--- config.mk ---
export PLATFORM = sky130hd
export DESIGN_NAME = retention_ctrl
export DESIGN_NICKNAME = d
export VERILOG_FILES = /design/src/retention_pkg.sv /design/src/retention_ctrl.sv
export SDC_FILE = /design/constraint.sdc
export NUM_CORES = 1
export LEC_CHECK = 0
export ABC_AREA = 1
export BUFFER_PORTS_ARGS = -buffer_cell sky130_fd_sc_hd__buf_2
export CAP_MARGIN = 15
export CORE_AREA = 2 2 97 117
export DETAILED_ROUTE_END_ITERATION = 7
export DIE_AREA = 0 0 99 119
export PLACE_DENSITY_LB_ADDON = 0.3
export SLEW_MARGIN = 10
export SYNTH_ARGS = -nofsm -noshare
export SYNTH_HDL_FRONTEND = slang
export SYNTH_SLANG_ARGS = --single-unit
--- constraint.sdc ---
create_clock -name core_clk_i -period 1.84 [get_ports core_clk_i]
set_clock_uncertainty 0.15 [all_clocks]
set_input_delay 0.368 -clock core_clk_i [delete_from_list [all_inputs] [get_ports core_clk_i]]
set_output_delay 0.368 -clock core_clk_i [all_outputs]
set_load 0.02 [all_outputs]
--- src/retention_pkg.sv ---
// Constants and carrier types for the retention mode controller.
// Assumes one 125 MHz clock and an AHB-Lite register bus.
package retention_pkg;

   localparam int           NUM_PADS      = 8;
   localparam int           CLK_PERIOD_NS = 8;

   // Entry and exit must finish within this time
   localparam int           SWITCH_MAX_NS = 1000;
   localparam int           SWITCH_MAX_CYC = SWITCH_MAX_NS / CLK_PERIOD_NS;

   // Register byte addresses
   localparam logic [7:0]   CTRL_ADDR     = 8'h00;
   localparam logic [7:0]   STATUS_ADDR   = 8'h04;
   localparam logic [7:0]   HOLD_EN_ADDR  = 8'h08;
   localparam logic [7:0]   PULL_EN_ADDR  = 8'h0C;
   localparam logic [7:0]   PULL_UP_ADDR  = 8'h10;

   // Control fields
   localparam int           CTRL_GATE_BIT = 0;
   localparam int           CTRL_HOLD_BIT = 1;

   // Status fields
   localparam int           STAT_ACT_BIT  = 0;
   localparam int           STAT_REQ_BIT  = 1;
   localparam int           STAT_PRM_BIT  = 2;

   // Reset values
   localparam logic [1:0]   CTRL_RST      = 2'h0;
   localparam logic [NUM_PADS-1:0] PAD_CFG_RST = '0;

   localparam logic [1:0]   HTRANS_NONSEQ = 2'h2;

   typedef enum logic [0:0]
   {
      MODE_NORMAL = 1'b0,
      MODE_RETAIN = 1'b1
   } mode_type;

   // What the block drives onto the pads
   typedef struct packed
   {
      logic [NUM_PADS-1:0] out;
      logic [NUM_PADS-1:0] oe;
      logic [NUM_PADS-1:0] pull_en;
      logic [NUM_PADS-1:0] pull_up;
   } pad_drive_type;

endpackage

--- src/retention_ctrl.sv ---
// Retention mode entry and exit with per-pad state control.
// Request pin and pad inputs are asynchronous; permit and core
// data come from logic on core_clk_i. Registers over AHB-Lite.
//
// Chosen here: the AHB-Lite interface to the registers and the address map.
`timescale 1ns/1ps

module retention_ctrl
(
   input  wire logic                        core_clk_i,
   input  wire logic                        sys_rst_i,
   input  wire logic                        retention_request_pin_n_i,
   input  wire logic                        retention_permit_i,
   input  wire logic [retention_pkg::NUM_PADS-1:0] pad_in_i,
   input  wire logic [retention_pkg::NUM_PADS-1:0] core_out_i,
   input  wire logic [retention_pkg::NUM_PADS-1:0] core_dir_i,
   output logic [retention_pkg::NUM_PADS-1:0]      core_in_o,
   output retention_pkg::pad_drive_type            pad_o,
   output logic                                    retention_active_o,
   input  wire logic                        hsel_i,
   input  wire logic [31:0]                 haddr_i,
   input  wire logic [1:0]                  htrans_i,
   input  wire logic                        hwrite_i,
   input  wire logic [2:0]                  hsize_i,
   input  wire logic [31:0]                 hwdata_i,
   input  wire logic                        hready_i,
   output logic [31:0]                      hrdata_o,
   output logic                             hreadyout_o,
   output logic                             hresp_o
);

   localparam int N = retention_pkg::NUM_PADS;

   // Synchronisers for pins
   logic          req_meta_q, req_n_q;
   logic [N-1:0]  pad_meta_q, pad_sync_q;

   always_ff @(posedge core_clk_i)
   begin
      if (sys_rst_i)
      begin
         req_meta_q <= 1'b1;
         req_n_q    <= 1'b1;
         pad_meta_q <= '0;
         pad_sync_q <= '0;
      end
      else
      begin
         req_meta_q <= retention_request_pin_n_i;
         req_n_q    <= req_meta_q;
         pad_meta_q <= pad_in_i;
         pad_sync_q <= pad_meta_q;
      end
   end

   // Register file state
   logic [1:0]    ctrl_q, ctrl_d;
   logic [N-1:0]  hold_en_q, hold_en_d;
   logic [N-1:0]  pull_en_q, pull_en_d;
   logic [N-1:0]  pull_up_q, pull_up_d;
   logic [31:0]   rdata_q, rdata_d;
   logic          wr_pend_q, wr_pend_d;
   logic [7:0]    wr_addr_q, wr_addr_d;

   // Retention state
   retention_pkg::mode_type mode_q, mode_d;
   logic [N-1:0]  held_in_q, held_in_d;
   logic [N-1:0]  held_out_q, held_out_d;
   retention_pkg::pad_drive_type pad_q, pad_d;
   logic [N-1:0]  core_in_q, core_in_d;

   logic          req_on, gated, hold_cap, enter_ok, active;
   logic          addr_ok;

   assign req_on   = ~req_n_q;
   assign gated    = ctrl_q[retention_pkg::CTRL_GATE_BIT];
   assign hold_cap = ctrl_q[retention_pkg::CTRL_HOLD_BIT];
   // Permit only matters when gating is on
   assign enter_ok = req_on & (~gated | retention_permit_i);
   assign active   = (mode_q == retention_pkg::MODE_RETAIN);
   assign addr_ok  = hsel_i & hready_i & htrans_i[1];

   // Bus and register next state
   always_comb
   begin
      ctrl_d    = ctrl_q;
      hold_en_d = hold_en_q;
      pull_en_d = pull_en_q;
      pull_up_d = pull_up_q;
      rdata_d   = 32'h0000_0000;
      wr_pend_d = addr_ok & hwrite_i;
      wr_addr_d = haddr_i[7:0];
      if (wr_pend_q)
      begin
         unique case (wr_addr_q)
            retention_pkg::CTRL_ADDR:    ctrl_d    = hwdata_i[1:0];
            retention_pkg::HOLD_EN_ADDR: hold_en_d = hwdata_i[N-1:0];
            retention_pkg::PULL_EN_ADDR: pull_en_d = hwdata_i[N-1:0];
            retention_pkg::PULL_UP_ADDR: pull_up_d = hwdata_i[N-1:0];
            default:                     ctrl_d    = ctrl_q;
         endcase
      end
      if (addr_ok & ~hwrite_i)
      begin
         unique case (haddr_i[7:0])
            retention_pkg::CTRL_ADDR:    rdata_d[1:0]   = ctrl_q;
            retention_pkg::STATUS_ADDR:
            begin
               rdata_d[retention_pkg::STAT_ACT_BIT] = active;
               rdata_d[retention_pkg::STAT_REQ_BIT] = req_on;
               rdata_d[retention_pkg::STAT_PRM_BIT] = retention_permit_i;
            end
            retention_pkg::HOLD_EN_ADDR: rdata_d[N-1:0] = hold_en_q;
            retention_pkg::PULL_EN_ADDR: rdata_d[N-1:0] = pull_en_q;
            retention_pkg::PULL_UP_ADDR: rdata_d[N-1:0] = pull_up_q;
            default:                     rdata_d        = 32'h0000_0000;
         endcase
      end
   end

   always_ff @(posedge core_clk_i)
   begin
      if (sys_rst_i)
      begin
         ctrl_q    <= retention_pkg::CTRL_RST;
         hold_en_q <= retention_pkg::PAD_CFG_RST;
         pull_en_q <= retention_pkg::PAD_CFG_RST;
         pull_up_q <= retention_pkg::PAD_CFG_RST;
         rdata_q   <= 32'h0000_0000;
         wr_pend_q <= 1'b0;
         wr_addr_q <= 8'h00;
      end
      else
      begin
         ctrl_q    <= ctrl_d;
         hold_en_q <= hold_en_d;
         pull_en_q <= pull_en_d;
         pull_up_q <= pull_up_d;
         rdata_q   <= rdata_d;
         wr_pend_q <= wr_pend_d;
         wr_addr_q <= wr_addr_d;
      end
   end

   assign hrdata_o    = rdata_q;
   assign hreadyout_o = 1'b1;
   assign hresp_o     = 1'b0;

   // Mode and per-pad next state
   always_comb
   begin
      mode_d     = mode_q;
      held_in_d  = held_in_q;
      held_out_d = held_out_q;
      unique case (mode_q)
         retention_pkg::MODE_NORMAL:
         begin
            if (enter_ok)
            begin
               mode_d     = retention_pkg::MODE_RETAIN;
               held_in_d  = pad_sync_q;
               held_out_d = pad_q.out;
            end
         end
         retention_pkg::MODE_RETAIN:
         begin
            if (!req_on)
            begin
               mode_d = retention_pkg::MODE_NORMAL;
            end
         end
      endcase
   end

   logic [N-1:0] hold_on;
   assign hold_on = hold_en_q & {N{hold_cap}};

   generate
      for (genvar i = 0; i < N; i++)
      begin : g_pad
         always_comb
         begin
            pad_d.out[i]     = core_out_i[i];
            pad_d.oe[i]      = core_dir_i[i];
            pad_d.pull_en[i] = pull_en_q[i];
            pad_d.pull_up[i] = pull_up_q[i];
            core_in_d[i]     = pad_sync_q[i];
            if (mode_d == retention_pkg::MODE_RETAIN)
            begin
               pad_d.out[i] = 1'b0;
               pad_d.oe[i]  = 1'b0;
               if (hold_on[i] & core_dir_i[i] & ~pull_en_q[i])
               begin
                  pad_d.pull_en[i] = 1'b1;
                  pad_d.pull_up[i] = held_out_d[i];
               end
               // Held inputs, direction 0 or 1, read captured value
               core_in_d[i] = hold_on[i] ? held_in_d[i] : 1'b1;
            end
         end
      end
   endgenerate

   always_ff @(posedge core_clk_i)
   begin
      if (sys_rst_i)
      begin
         mode_q     <= retention_pkg::MODE_NORMAL;
         held_in_q  <= '0;
         held_out_q <= '0;
         pad_q      <= '0;
         core_in_q  <= '0;
      end
      else
      begin
         mode_q     <= mode_d;
         held_in_q  <= held_in_d;
         held_out_q <= held_out_d;
         pad_q      <= pad_d;
         core_in_q  <= core_in_d;
      end
   end

   assign pad_o              = pad_q;
   assign core_in_o          = core_in_q;
   assign retention_active_o = active;
endmodule

==> impl_metrics.env <==
export IMPL_status="finished clean"
export IMPL_fin_setup_tns_ps=0
export IMPL_drcViolationCount=0
export IMPL_pin_count=175
export IMPL_grt_use_total=0.185
export IMPL_syn_inst=632
export IMPL_drt_antenna_violating_nets=0
export IMPL_core_area_um2=10800
export IMPL_synth_most_common_cell="nor2_1"
export IMPL_fin_crit_ps=1580
export IMPL_dpl_cell_area_um2=5230
export IMPL_total_power_mw=6.24
export IMPL_die_w_um=99
export IMPL_critPathMaxFanout=18
export IMPL_cts_root_buffer="clkbuf_16"
export IMPL_cp_required_ps=2010
export IMPL_cts_buffer_depth=2
export IMPL_setup_viol=0
export IMPL_arrival_ps=1750
export IMPL_dpl_hpwl_um=7890
export IMPL_crit_type="register to register"
export IMPL_fp_dieH_um=119
export IMPL_r2r_start="retention_active_o"
export IMPL_drtIter0Drc=311
export IMPL_vdd_drop_max_mv=0.607
export IMPL_min_period_over_period=0.857
export IMPL_ys_flop_type="dfxtp_1"
export IMPL_yosysTopAreaCell="dfxtp_1"
export IMPL_area_delta_synth_final_pct=24.1
export IMPL_cts_resized=0
export IMPL_synth_top_area_share=0.503
export IMPL_crit_buf_inv=1
export IMPL_syn_cell_area_um2=4690
export IMPL_synth_area_per_cell_um2=7.43
export IMPL_p_per_area_nw_per_um2=1070
export IMPL_startpoint="retention_active_o"
export IMPL_critPathMaxStageDelay_ps=420
export IMPL_p_leak_nw=2.94
export IMPL_grt_ovfl_total=0
export IMPL_cts_tree="done"
export IMPL_cts_hold_buf=1
export IMPL_endpoint_kind="register"
export IMPL_nNetsFinal=838
export IMPL_cts_buffers=17
export IMPL_grt_first_pass_wirelength_um=17100
export IMPL_cap_violations=0
export IMPL_synthTopCellsByArea="dfxtp_1 (50%), nor2_1 (12%), inv_1 (7.9%)"
export IMPL_path_clk_slew_ps=50
export IMPL_yosysSeqAreaShare=0.503
export IMPL_slew_violations=0
export IMPL_ys_types=28
export IMPL_drt_pass1_iterations=5
export IMPL_synth_edf_count=0
export IMPL_insertion_delay_ps=410
export IMPL_hold_class="input port to register"
export IMPL_yosysWarnings=0
export IMPL_rsz0062_at_grt="false"
export IMPL_crit_chain="nand3b_2 > nand2_4 > nor2_8 > inv_1 > o22ai_1"
export IMPL_clkSinkCount=118
export IMPL_post_cts_setup_buffer_count=0
export IMPL_synth_common_cells="nor2_1 (154), dfxtp_1 (118), inv_1 (99)"
export IMPL_htreeDepth=4
export IMPL_cp_start_kind="register"
export IMPL_dr_total_vias=3966
export IMPL_globalplace_congestion=0.879
export IMPL_holdCritStartpoint="core_out_i[4]"
export IMPL_wire_per_inst_um=11.9
export IMPL_hold_viol=0
export IMPL_post_place_cells=850
export IMPL_ys_ff_latch=118
export IMPL_antenna_found_initial=1
export IMPL_grt_start_max_net_pins=35
export IMPL_start_util=0.436
export IMPL_critPathTopFamily="simple AND/OR/NAND/NOR gates"
export IMPL_max_freq_mhz=634
export IMPL_stdcell_area_um2=5820
export IMPL_avgViaCountPerCell=4.49
export IMPL_portBuffers=96
export IMPL_drive_gt1_frac=0.216
export IMPL_cpMaxStageDelayCell="dfxtp_1"
export IMPL_nFillCells=1013
export IMPL_die_area_um2=11800
export IMPL_finalNonFillerCells=884
export IMPL_routed_wl_um=10500
export IMPL_grt_pass1_vias=3670
export IMPL_async_flop_share=0
export IMPL_rows=42
[cell type report]
cell class              count  area, µm²  share of cell area
clock buffers              22        474              0.0814
flip-flops and latches    118       2360               0.406
diodes                      1       2.50            0.000430
clock inverters            10        103              0.0176
inverters                 103        387              0.0664
well taps                 132        165              0.0284
multi-input cells         392       1750               0.300
repair buffers            106        583               0.100
[cell usage in the layout, fill, tap and decap left out]
master,netlist,final
nor2_1,154,154
clkinv_2,0,7
nand3b_2,1,1
o22ai_1,8,8
a21oi_1,2,2
nor2_2,5,5
or2_2,2,2
clkbuf_8,0,3
nor3_2,1,1
nor2_4,5,5
o211ai_1,3,3
clkbuf_16,0,17
nand2_2,6,6
inv_2,4,4
clkbuf_1,7,2
nand3_1,37,37
bufinv_16,0,2
buf_2,4,96
nor2_8,1,1
o21ai_1,12,12
conb_1,2,26
clkinvlp_4,0,1
dfxtp_1,118,118
o21a_1,8,8
buf_4,28,7
nand2_1,93,93
inv_1,99,99
nand2_4,2,2
buf_12,0,2
diode_2,0,1
nor3b_1,1,1
o21ai_0,25,25
dlygate4sd3_1,0,1
[worst min-delay path: stages]
cell and delay [ps]:
buf_2 90, inv_1 40, nor2_1 30
[report_power, final]
| group | internal, mW | switching, mW |
|---|---|---|
| clock | 2.08 | 1.09 |
| sequential | 2.64 | 0.0259 |
| combinational | 0.136 | 0.275 |
| total | 4.85 | 1.39 |
[sequential cells by signal, indices dropped and copies added, names as in the netlist]
register            count
pad_o                  32
retention_active_o      1
held_out_q              8
wr_pend_q               1
req_meta_q              1
held_in_q               8
ctrl_q                  2
pad_meta_q              8
wr_addr_q               8
pad_sync_q              8
hrdata_o                8
hold_en_q               8
req_n_q                 1
pull_en_q               8
pull_up_q               8
core_in_o               8
[per-stage QoR]
| step | setup WS, ps | hold WS [ps] | utilization |
|---|---|---|---|
| after floorplan | 455 | 238 | - |
| after global placement | 215 | 244 | 0.486 |
| after detailed placement | 202 | 250 | 0.486 |
| after CTS | 272 | 7.34 | 0.540 |
| after global routing | 180 | 9.67 | 0.540 |
| final | 263 | 16.8 | 0.541 |
[cell families after synthesis]
logic type / synth area share
other: 0.00160
AND/OR/NAND/NOR: 0.282
AO/OA/AOI/OAI: 0.0698
buffers and inverters: 0.144
flip-flops: 0.503
[worst paths after layout]
| path | end | slack (ps) | cells after the start |
|---|---|---|---|
| worst max-delay path | pad_o[10] | 260 | 5 |
| worst min-delay path | pad_o[28] | 20 | 3 |
| worst min register to register | pad_sync_q[0] | 250 | 2 |
| worst max register to register | pad_o[10] | 260 | 5 |
[per-layer routing]
layer  vias to the layer above  global-route usage  share of wire
met2                       145               0.318           0.48
li1                       2074                   -              -
met1                      1726               0.210           0.42
met5                         -                   0              0
met3                        21              0.0599          0.072
met4                         0              0.0771          0.024
No activity file was read; power rests on OpenSTA's default activity.
